**src/inc/serial_port_pkg.sv**
```systemverilog
// constants, control layout and state codes of the enhanced serial port
`default_nettype none
package serial_port_pkg;
  // ************************************************
  // mode codes of the two mode-select bits
  // ************************************************
  localparam logic [1:0] MODE_SHIFT = 2'h0;
  localparam logic [1:0] MODE_ASYNC10 = 2'h1;
  localparam logic [1:0] MODE_FIXED11 = 2'h2;
  localparam logic [1:0] MODE_TIMER11 = 2'h3;
  // ************************************************
  // frame and oversampling figures
  // ************************************************
  localparam logic [3:0] LAST_DATA_BIT = 4'h7;
  localparam logic [3:0] FRAME10_BITS = 4'ha;
  localparam logic [3:0] FRAME11_BITS = 4'hb;
  localparam logic [3:0] NINTH_INDEX = 4'h9;
  localparam logic [3:0] OVS_LAST = 4'hf;
  localparam logic [3:0] SAMPLE_A = 4'h7;
  localparam logic [3:0] SAMPLE_B = 4'h8;
  localparam logic [3:0] SAMPLE_C = 4'h9;
  // ************************************************
  // shift mode timing in oscillator clocks
  // ************************************************
  localparam logic [3:0] M0_PERIOD_SLOW = 4'hc;
  localparam logic [3:0] M0_PERIOD_FAST = 4'h4;
  localparam logic [3:0] M0_LEAD_SLOW = 4'h3;
  localparam logic [3:0] M0_LEAD_FAST = 4'h1;
  localparam logic [3:0] M0_LOW_SLOW = 4'h6;
  localparam logic [3:0] M0_LOW_FAST = 4'h2;
  localparam logic [7:0] DATA_RESET = 8'h00;
  // serial control register layout, bit 7 first
  typedef struct packed {
    logic mode_hi_or_error;
    logic mode_select_lo;
    logic multiproc_enable;
    logic receive_enable;
    logic transmit_ninth_bit;
    logic received_ninth_bit;
    logic transmit_done_flag;
    logic receive_done_flag;
  } serial_control_t;
  localparam serial_control_t CONTROL_RESET = 8'h00;
  typedef enum logic [2:0] {M0_IDLE = 3'h1, M0_TX = 3'h2, M0_RX = 3'h4}
    shift_state_t;
  typedef enum logic [1:0] {TX_IDLE = 2'h1, TX_SEND = 2'h2} tx_state_t;
  typedef enum logic [1:0] {RX_HUNT = 2'h1, RX_FRAME = 2'h2} rx_state_t;
endpackage : serial_port_pkg
`default_nettype wire

```
**src/design/enhanced_serial_port.sv**
```systemverilog
// serial port: shift mode, three asynchronous modes, framing error flag
`default_nettype none
module enhanced_serial_port (
  input wire logic clk,
  input wire logic rst,
  input wire logic data_wr,
  input wire logic [7:0] data_wdata,
  output logic [7:0] serial_data_reg,
  input wire logic serial_control_reg_wr,
  input wire serial_port_pkg::serial_control_t serial_control_reg_wdata,
  output serial_port_pkg::serial_control_t serial_control_reg_rd,
  input wire logic baud_double,
  input wire logic error_flag_select,
  input wire logic timer_ovf,
  input wire logic rxd_in,
  output logic rxd_out,
  output logic rxd_oe,
  output logic txd
);
  import serial_port_pkg::*;
  // ************************************************
  // control state and mode decode
  // ************************************************
  serial_control_t ctl_ff;
  logic fe_ff;
  logic [1:0] mode;
  logic shift_mode;
  logic wide_frame;
  logic ti_set;
  logic ri_set;
  logic rb8_set;
  logic rb8_val;
  logic fe_set;
  logic [7:0] rx_data;
  assign mode = {ctl_ff.mode_hi_or_error, ctl_ff.mode_select_lo};
  assign shift_mode = (mode == MODE_SHIFT);
  assign wide_frame = (mode == MODE_FIXED11) || (mode == MODE_TIMER11);
  // ************************************************
  // baud tick at sixteen times the bit rate
  // ************************************************
  logic half_ff;
  logic tick_src;
  logic tick16;
  assign tick_src = (mode == MODE_FIXED11) ? 1'b1 : timer_ovf;
  assign tick16 = tick_src && (baud_double || half_ff);
  // halve the tick source when baud doubling is off
  always_ff @(posedge clk)
  begin
    if (rst)
      half_ff <= 1'b0;
    else if (tick_src)
      half_ff <= !half_ff;
  end
  // ************************************************
  // shift mode engine
  // ************************************************
  shift_state_t m0_ff;
  logic [3:0] ph_ff;
  logic [3:0] m0_cnt_ff;
  logic [7:0] m0_sh_ff;
  logic sclk_ff;
  logic [3:0] period;
  logic [3:0] lead;
  logic [3:0] rise;
  logic m0_end;
  logic m0_rise;
  logic m0_tx_done;
  logic m0_rx_done;
  assign period = ctl_ff.multiproc_enable ? M0_PERIOD_FAST : M0_PERIOD_SLOW;
  assign lead = ctl_ff.multiproc_enable ? M0_LEAD_FAST : M0_LEAD_SLOW;
  // last low phase: the clock rises at the edge that ends it
  assign rise = lead + (ctl_ff.multiproc_enable ? M0_LOW_FAST : M0_LOW_SLOW)
    - 4'h1;
  assign m0_end = (ph_ff == period - 4'h1);
  assign m0_rise = (ph_ff == rise);
  assign m0_tx_done = (m0_ff == M0_TX) && m0_end
    && (m0_cnt_ff == LAST_DATA_BIT);
  assign m0_rx_done = (m0_ff == M0_RX) && m0_rise
    && (m0_cnt_ff == LAST_DATA_BIT);
  // bit sequencing, one bit per shift clock period
  always_ff @(posedge clk)
  begin
    if (rst)
    begin
      m0_ff <= M0_IDLE;
      ph_ff <= 4'h0;
      m0_cnt_ff <= 4'h0;
      m0_sh_ff <= DATA_RESET;
    end
    else
    begin
      unique case (m0_ff)
        M0_IDLE:
        begin
          ph_ff <= 4'h0;
          m0_cnt_ff <= 4'h0;
          if (shift_mode && data_wr)
          begin
            m0_sh_ff <= data_wdata;
            m0_ff <= M0_TX;
          end
          else if (shift_mode && ctl_ff.receive_enable
                   && !ctl_ff.receive_done_flag)
            m0_ff <= M0_RX;
        end
        M0_TX:
        begin
          ph_ff <= m0_end ? 4'h0 : ph_ff + 4'h1;
          if (m0_end)
          begin
            m0_sh_ff <= {1'b0, m0_sh_ff[7:1]};
            m0_cnt_ff <= m0_cnt_ff + 4'h1;
            if (m0_tx_done)
              m0_ff <= M0_IDLE;
          end
        end
        M0_RX:
        begin
          ph_ff <= m0_end ? 4'h0 : ph_ff + 4'h1;
          if (m0_rise)
          begin
            m0_sh_ff <= {rxd_in, m0_sh_ff[7:1]};
            m0_cnt_ff <= m0_cnt_ff + 4'h1;
          end
          if (m0_rx_done)
            m0_ff <= M0_IDLE;
        end
        default: m0_ff <= M0_IDLE;
      endcase
    end
  end
  // shift clock: falls after the data lead, rises after the low time
  always_ff @(posedge clk)
  begin
    if (rst || m0_ff == M0_IDLE)
      sclk_ff <= 1'b1;
    else if (ph_ff == lead - 4'h1)
      sclk_ff <= 1'b0;
    else if (m0_rise)
      sclk_ff <= 1'b1;
  end
  // ************************************************
  // asynchronous transmitter
  // ************************************************
  tx_state_t tx_ff;
  logic [3:0] tx_div_ff;
  logic [10:0] tx_sh_ff;
  logic [3:0] tx_left_ff;
  logic line_ff;
  logic tx_roll;
  logic tx_done;
  assign tx_roll = tick16 && (tx_div_ff == OVS_LAST);
  assign tx_done = (tx_ff == TX_SEND) && tx_roll && (tx_left_ff == 4'h1);
  // free running divide-by-16 that frames the transmit bits
  always_ff @(posedge clk)
  begin
    if (rst)
      tx_div_ff <= 4'h0;
    else if (tick16)
      tx_div_ff <= tx_div_ff + 4'h1;
  end
  // frame load on write, one bit out per rollover
  always_ff @(posedge clk)
  begin
    if (rst)
    begin
      tx_ff <= TX_IDLE;
      tx_sh_ff <= '1;
      tx_left_ff <= 4'h0;
      line_ff <= 1'b1;
    end
    else if (!shift_mode && data_wr)
    begin
      tx_ff <= TX_SEND;
      tx_left_ff <= wide_frame ? FRAME11_BITS : FRAME10_BITS;
      tx_sh_ff <= {1'b1, wide_frame ? ctl_ff.transmit_ninth_bit : 1'b1,
        data_wdata, 1'b0};
    end
    else if (tx_ff == TX_SEND && tx_roll)
    begin
      line_ff <= tx_sh_ff[0];
      tx_sh_ff <= {1'b1, tx_sh_ff[10:1]};
      tx_left_ff <= tx_left_ff - 4'h1;
      if (tx_done)
        tx_ff <= TX_IDLE;
    end
  end
  // ************************************************
  // asynchronous receiver
  // ************************************************
  rx_state_t rx_ff;
  logic [3:0] rx_div_ff;
  logic [3:0] rx_idx_ff;
  logic rx_prev_ff;
  logic [1:0] smp_ff;
  logic [7:0] rx_sh_ff;
  logic ninth_ff;
  logic vote;
  logic vote_now;
  logic rx_last;
  logic accept;
  assign vote = (smp_ff[0] & smp_ff[1]) | (smp_ff[0] & rxd_in)
    | (smp_ff[1] & rxd_in);
  assign vote_now = (rx_ff == RX_FRAME) && tick16 && (rx_div_ff == SAMPLE_C);
  assign rx_last = vote_now
    && (rx_idx_ff == (wide_frame ? FRAME11_BITS : FRAME10_BITS) - 4'h1);
  assign rb8_val = wide_frame ? ninth_ff : vote;
  assign accept = rx_last && !ctl_ff.receive_done_flag
    && (!ctl_ff.multiproc_enable || rb8_val);
  // edge hunt, bit slicing and voting
  always_ff @(posedge clk)
  begin
    if (rst)
    begin
      rx_ff <= RX_HUNT;
      rx_div_ff <= 4'h0;
      rx_idx_ff <= 4'h0;
      rx_prev_ff <= 1'b1;
      smp_ff <= 2'h0;
      rx_sh_ff <= DATA_RESET;
      ninth_ff <= 1'b0;
    end
    else if (tick16)
    begin
      rx_prev_ff <= rxd_in;
      unique case (rx_ff)
        RX_HUNT:
        begin
          rx_div_ff <= 4'h0;
          rx_idx_ff <= 4'h0;
          if (!shift_mode && ctl_ff.receive_enable && rx_prev_ff && !rxd_in)
            rx_ff <= RX_FRAME;
        end
        RX_FRAME:
        begin
          rx_div_ff <= rx_div_ff + 4'h1;
          if (rx_div_ff == SAMPLE_A)
            smp_ff[0] <= rxd_in;
          if (rx_div_ff == SAMPLE_B)
            smp_ff[1] <= rxd_in;
          if (vote_now)
          begin
            rx_idx_ff <= rx_idx_ff + 4'h1;
            if (rx_idx_ff == 4'h0 && vote)
              rx_ff <= RX_HUNT;
            else if (rx_last)
              rx_ff <= RX_HUNT;
            else if (wide_frame && rx_idx_ff == NINTH_INDEX)
              ninth_ff <= vote;
            else if (rx_idx_ff != 4'h0)
              rx_sh_ff <= {vote, rx_sh_ff[7:1]};
          end
        end
        default: rx_ff <= RX_HUNT;
      endcase
    end
  end
  // ************************************************
  // flags, buffer and pins
  // ************************************************
  assign ti_set = m0_tx_done || tx_done;
  assign ri_set = m0_rx_done || accept;
  assign rb8_set = accept;
  assign fe_set = rx_last && !vote;
  assign rx_data = m0_rx_done ? {rxd_in, m0_sh_ff[7:1]} : rx_sh_ff;
  // control bits: software writes, hardware sets win over clears
  always_ff @(posedge clk)
  begin
    if (rst)
      ctl_ff <= CONTROL_RESET;
    else
    begin
      if (serial_control_reg_wr)
      begin
        ctl_ff <= serial_control_reg_wdata;
        if (error_flag_select)
          ctl_ff.mode_hi_or_error <= ctl_ff.mode_hi_or_error;
      end
      if (ti_set)
        ctl_ff.transmit_done_flag <= 1'b1;
      if (ri_set)
        ctl_ff.receive_done_flag <= 1'b1;
      if (rb8_set)
        ctl_ff.received_ninth_bit <= rb8_val;
    end
  end
  // framing error: set by hardware only, cleared by writing zero to bit 7 while error_flag_select is high
  always_ff @(posedge clk)
  begin
    if (rst)
      fe_ff <= 1'b0;
    else if (fe_set)
      fe_ff <= 1'b1;
    else if (serial_control_reg_wr && error_flag_select && !serial_control_reg_wdata.mode_hi_or_error)
      fe_ff <= 1'b0;
  end
  // receive buffer; writes go to the transmitter only
  always_ff @(posedge clk)
  begin
    if (rst)
      serial_data_reg <= DATA_RESET;
    else if (m0_rx_done || accept)
      serial_data_reg <= rx_data;
  end
  // registered pins and control readback
  always_ff @(posedge clk)
  begin
    if (rst)
    begin
      txd <= 1'b1;
      rxd_out <= 1'b1;
      rxd_oe <= 1'b0;
      serial_control_reg_rd <= CONTROL_RESET;
    end
    else
    begin
      txd <= shift_mode ? sclk_ff : line_ff;
      rxd_out <= m0_sh_ff[0];
      rxd_oe <= (m0_ff == M0_TX);
      serial_control_reg_rd <= ctl_ff;
      serial_control_reg_rd.mode_hi_or_error <= error_flag_select ? fe_ff
        : ctl_ff.mode_hi_or_error;
    end
  end

  logic [3:0] roll_cnt_ff;
  // rollovers seen since the last asynchronous write
  always_ff @(posedge clk)
  begin
    if (rst || (!shift_mode && data_wr))
      roll_cnt_ff <= 4'h0;
    else if (tx_roll && tx_ff == TX_SEND)
      roll_cnt_ff <= roll_cnt_ff + 4'h1;
  end
endmodule : enhanced_serial_port
`default_nettype wire

```
**config.mk**
```make
export PLATFORM = sky130hd
export DESIGN_NAME = enhanced_serial_port
export DESIGN_NICKNAME = d
export VERILOG_FILES = /design/src/inc/serial_port_pkg.sv /design/src/design/enhanced_serial_port.sv
export SDC_FILE = /design/constraint.sdc
export NUM_CORES = 1
export LEC_CHECK = 0
export ABC_AREA = 1
export BUFFER_PORTS_ARGS = -buffer_cell sky130_fd_sc_hd__buf_4
export CELL_PAD_IN_SITES_DETAIL_PLACEMENT = 2
export CELL_PAD_IN_SITES_GLOBAL_PLACEMENT = 2
export CORE_UTILIZATION = 36
export DETAILED_ROUTE_END_ITERATION = 8
export GPL_TIMING_DRIVEN = 0
export PLACE_DENSITY_LB_ADDON = 0.25
export SETUP_SLACK_MARGIN = 0.4
export SYNTH_ARGS = -nofsm -noshare
export SYNTH_HDL_FRONTEND = slang
export SYNTH_SLANG_ARGS = --single-unit
```
**constraint.sdc**
```tcl
create_clock -name clk -period 4.8 [get_ports clk]
set_clock_uncertainty 0.2 [all_clocks]
set_input_delay 0.24 -clock clk [delete_from_list [all_inputs] [get_ports clk]]
set_output_delay 0.24 -clock clk [all_outputs]
set_load 0.05 [all_outputs]
```
Word-level counts from Yosys, hierarchy flattened
Cells that the tools add are included.
{ "totals": {"out_inout_bits": 19, "register_bits": 92, "inputBits": 24, "wordCells": 202} }
{ "classes": {"add_sub_neg": 11, "n_eq_ne": 28, "bitwise_logic": 10, "mux": 48, "n_reduce_logical": 65} }
{ "ops": {"columns": ["op", "count"], "rows": [
  ["8-bit 2-to-1 mux", 4],
  ["4-bit 2-to-1 mux", 7],
  ["1-bit logical AND", 25],
  ["4-bit one-hot mux with 2 select lines", 3],
  ["8-bit one-hot mux with 3 select lines", 1],
  ["3-bit 2-to-1 mux", 7],
  ["4-bit by 1-bit adder with 4-bit output (second input constant)", 5],
  ["10-bit 2-to-1 mux", 2],
  ["2-bit nonzero test", 9],
  ["4-bit == test", 4],
  ["4-bit == test (second input constant)", 4],
  ["2-bit 2-to-1 mux", 8],
  ["4-bit by 1-bit subtractor with 4-bit output (second input constant)", 4],
  ["2-bit inequality test (second input constant)", 7],
  ["1-bit 2-to-1 mux", 13],
  ["4-bit one-hot mux with 3 select lines", 1],
  ["3-bit AND reduction", 4],
  ["4-bit AND reduction", 3],
  ["3-bit one-hot mux with 3 select lines", 1],
  ["2-bit == test (second input constant)", 4],
  ["4-bit by 3-bit == test with 1-bit output (second input constant)", 2],
  ["2-bit AND reduction", 4],
  ["1-bit zero test", 7],
  ["7-bit AND reduction", 1],
  ["20 further kinds", 32]
]} }

Longest topological paths before layout
{ "depth": {"ltp_word": 10, "mapped_depth": 11, "depth_no_buf": 11} }

Least setup slack after synthesis
No wires, ideal clock.
{ "synth_path": {"kind": "register to register", "start": "register rx_ff[0]", "end": "register rx_sh_ff[3]", "t_arrival_ps": 1565, "path_slack_ps": 2970, "n_path_buf": 1, "setup_time_ps": 65, "path_stages_with_launch": 10, "cell_sequence": "dfxtp_1 -> inv_1 -> ha_1 -> clkbuf_1 -> nand3_1 -> nor2_1 -> nand3_1 -> inv_1 -> nor2_1 -> nor2_1"} }
{ "synth_via": {"elab_chain_cells": 6} }
{ "synth_rtl": {"columns": ["element", "line", "rtl"], "rows": [
  ["from (decl)", "enhanced_serial_port.sv:191", "rx_state_t rx_ff;"],
  ["from (signal assigned)", "enhanced_serial_port.sv:215", "rx_ff <= RX_HUNT;"],
  ["from (signal assigned)", "enhanced_serial_port.sv:232", "rx_ff <= RX_FRAME;"],
  ["from (signal assigned)", "enhanced_serial_port.sv:245", "rx_ff <= RX_HUNT;"],
  ["2-bit == test (*)", "enhanced_serial_port.sv:204, enhanced_serial_port.sv:226", null],
  ["1-bit logical AND (2 in a row)", "enhanced_serial_port.sv:204", "assign vote_now = (rx_ff == RX_FRAME) && tick16 && (rx_div_ff == SAMPLE_C);"],
  ["1-bit logical AND", "enhanced_serial_port.sv:206", "&& (rx_idx_ff == (wide_frame ? FRAME11_BITS : FRAME10_BITS) - 4'h1);"],
  ["1-bit NOT (no line)", null, null],
  ["7-bit AND reduction (no line) (*)", null, null],
  ["to (signal assigned)", "enhanced_serial_port.sv:251", "rx_sh_ff <= {vote, rx_sh_ff[7:1]};"],
  ["to (decl)", "enhanced_serial_port.sv:196", "logic [7:0] rx_sh_ff;"]
]} }
Mark *: on every way between the ends. The rest lies on a longest branch, timed or not.
A chain may end at the register's enable or synchronous reset.

Final worst setup path
{ "layout_path": {"start": "register rx_ff[0]", "end": "register rx_sh_ff[7]"} }
The elaborated chain is that of the path after synthesis.

==> out/results.txt <==
Status = finished, violations left
Violated checks = DRC
Gr ovfl total = 0
Num CTS Buffers = 9
Pwr dens = 423 nW/µm²
First-pass GRT wire length = 29000 µm
Maximum clock frequency = 343 MHz
Reg2Reg Setup Slack = 1.89 ns
Final nets = 733
Slew Viols, Final = 0
Clk_lat worst skew = 0.37 ns
Initial antenna violation count = 1
Site Rows = 39
CTS tree = yes
Unrepaired setup endpoints after global routing = no
DR DRC count = 8
Setup violations, final = 0
Req. time, crit path = 4.89 ns
Total number of yosys warnings = 0
Total GRT Usage = 30.5%
Share of cells above drive strength 1 = 11.3%
Arr. time, crit path = 3.01 ns
H-tree level count = 3
Placer Congestion = 0.820
Max FFs per register = 10
DR WL/cell = 21.7 µm
Reg2reg start = rx_ff[0]
Reg with most FFs = tx_sh_ff
Worst slew pin tran = 0.683 ns
Detailed Route WL = 18300 µm
Clk buf depth = 2
Critical path class = reg -> reg
Hold buffers post-CTS = 12
Part of the cycle the worst path needs = 60.7%
Crit Path Max Fanout = 9
CTS root buffer = clkbuf_16
Post-CTS Setup Bufs = 0
Drt initial violations = 286
Initial Util = 37.7%
Setup TNS = 0 ns
Die H = 112 µm
Critical hold path startpoint = data_wr
Commonest non-fill, non-tap cell in the layout = nand2_1
I/O Pins = 43
Area grow syn2layout = 21.5%
Clock transition at path regs = 0.08 ns
Leakage power = 0.00239 µW
Post-CTS sizing = 0
Mapped Cells = 631
Sequential cell area fraction in the yosys report = 42.1%
Hold WS = 0.0112 ns
Drt first pass iters = 6
HP Class = in -> reg
Syn avg cell area = 6.94 µm²
Worst vdd ir = 0.319 mV
Die Width = 112 µm
Largest net degree at the start of global routing = 16
Vias in the first global route = 5172
Port Buffers = 42
Tmin final = 2.91 ns
Vias = 4634
Synth Register Bits = 92
CTS sink count = 92
Netlist cell types = 33
Startpoint Class = flop
Syn_nets = 668
Area of the core = 11600 µm²
Commonest cells after routing, fill and taps aside = 141 x nand2_1, 92 x dfxtp_1, 88 x nor2_1
Vias per cell = 5.48
Max-cap violations = 0
Worst slew margin = 54.5%
CP startpoint = rx_ff[0]
Netlist Area Pre-Place = 4380 µm²
CP Capture Type = flop
Post-DP HPWL = 11300 µm
DRT antenna net count = 0
Die area = 12600 µm²
Final Hold Vio Count = 0
-- final timing paths --
| path | end | cells after the start |
|---|---|---|
| max | rx_sh_ff[7] | 9 |
| min | m0_ff[1] | 3 |
| max reg2reg | rx_sh_ff[7] | 9 |
| min reg2reg | serial_control_reg_rd[2] | 2 |
-- final cells by class --
class	instances	area, µm²
flip-flops and latches	92	1840
plain buffers	19	85.1
repair buffers	54	435
multi-input cells	439	2150
clock buffers	11	243
clock inverters	5	83.8
well taps	143	179
inverters	81	304
fillers	1371	6290
diodes	1	2.50
-- Yosys cell counts --
master,number,area (µm²)
a211oi_1,2,15.0
a21oi_1,43,215
a31oi_1,3,18.8
buf_1,1,3.75
buf_2,2,10.0
buf_4,1,7.51
buf_6,1,11.3
clkbuf_1,14,52.6
clkinv_1,3,11.3
dfxtp_1,92,1840
ha_1,13,163
inv_1,75,282
inv_2,3,11.3
nand2_1,141,529
nand2_2,5,31.3
nand2_4,1,11.3
nand3_1,59,295
nand3_2,3,30.0
nand3b_1,1,7.51
nand4_1,17,106
nor2_1,88,330
nor2_2,1,6.26
nor2_4,1,11.3
nor3_1,4,20.0
nor3_4,3,48.8
nor3b_1,1,7.51
o211ai_1,2,15.0
o21ai_0,41,205
o22ai_1,1,6.26
o31ai_1,1,7.51
or2_2,1,6.26
xnor2_1,1,8.76
xor2_1,6,52.6
-- worst max-delay path, cell delays in order (launching register included) --
cell,delay [ns]
dfxtp_1,0.34
inv_1,0.11
ha_1,0.15
clkbuf_1,0.41
nand3_1,0.26
nor2_1,0.37
nand3_1,0.37
inv_1,0.34
nor2_1,0.11
nor2_1,0.17
-- per-stage QoR --
stage               total power, µW  utilization (%)  instances  cell area (µm²)  worst slack (ns)
global route                   2330             45.8        844             5320              1.76
finish                         2250             45.8        845             5320              1.89
floorplan                      1200                -        631             4380              2.97
global placement               1320             42.0        816             4870              2.40
detailed placement             1360             42.0        816             4870              2.28
CTS                            2190             45.8        844             5320              2.15
-- metal layers --
layer | vias to the layer above | track usage [%] | part of all wire [%] | routed length [µm]
met1 | 2326 | 35.5 | 42 | 7710
met5 | - | 0 | 0 | 0
met3 | 36 | 6.16 | 4.2 | 762
met2 | 108 | 54.9 | 51 | 9390
met4 | 0 | 11.8 | 2.6 | 486
li1 | 2164 | - | - | -
-- where the power goes --
group	switching [µW]	internal, µW	total [µW]	leakage, µW
Combinational	388	147	535	0.00149
Sequential	59.6	828	887	0.000751
Clock	354	474	828	0.000152
Total	802	1450	2250	0.00239
-- kinds of logic after synthesis --
group                    count (synthesis)  synth area share, %
adder cells (fa/ha/maj)                 13                 3.71
AND/OR/NAND/NOR                        326                 32.9
XOR/XNOR                                 7                 1.40
flip-flops                              92                 42.1
buffers and inverters                  100                 8.89
AO/OA/AOI/OAI                           93                 11.0
Power figures use the tool's default switching activity.
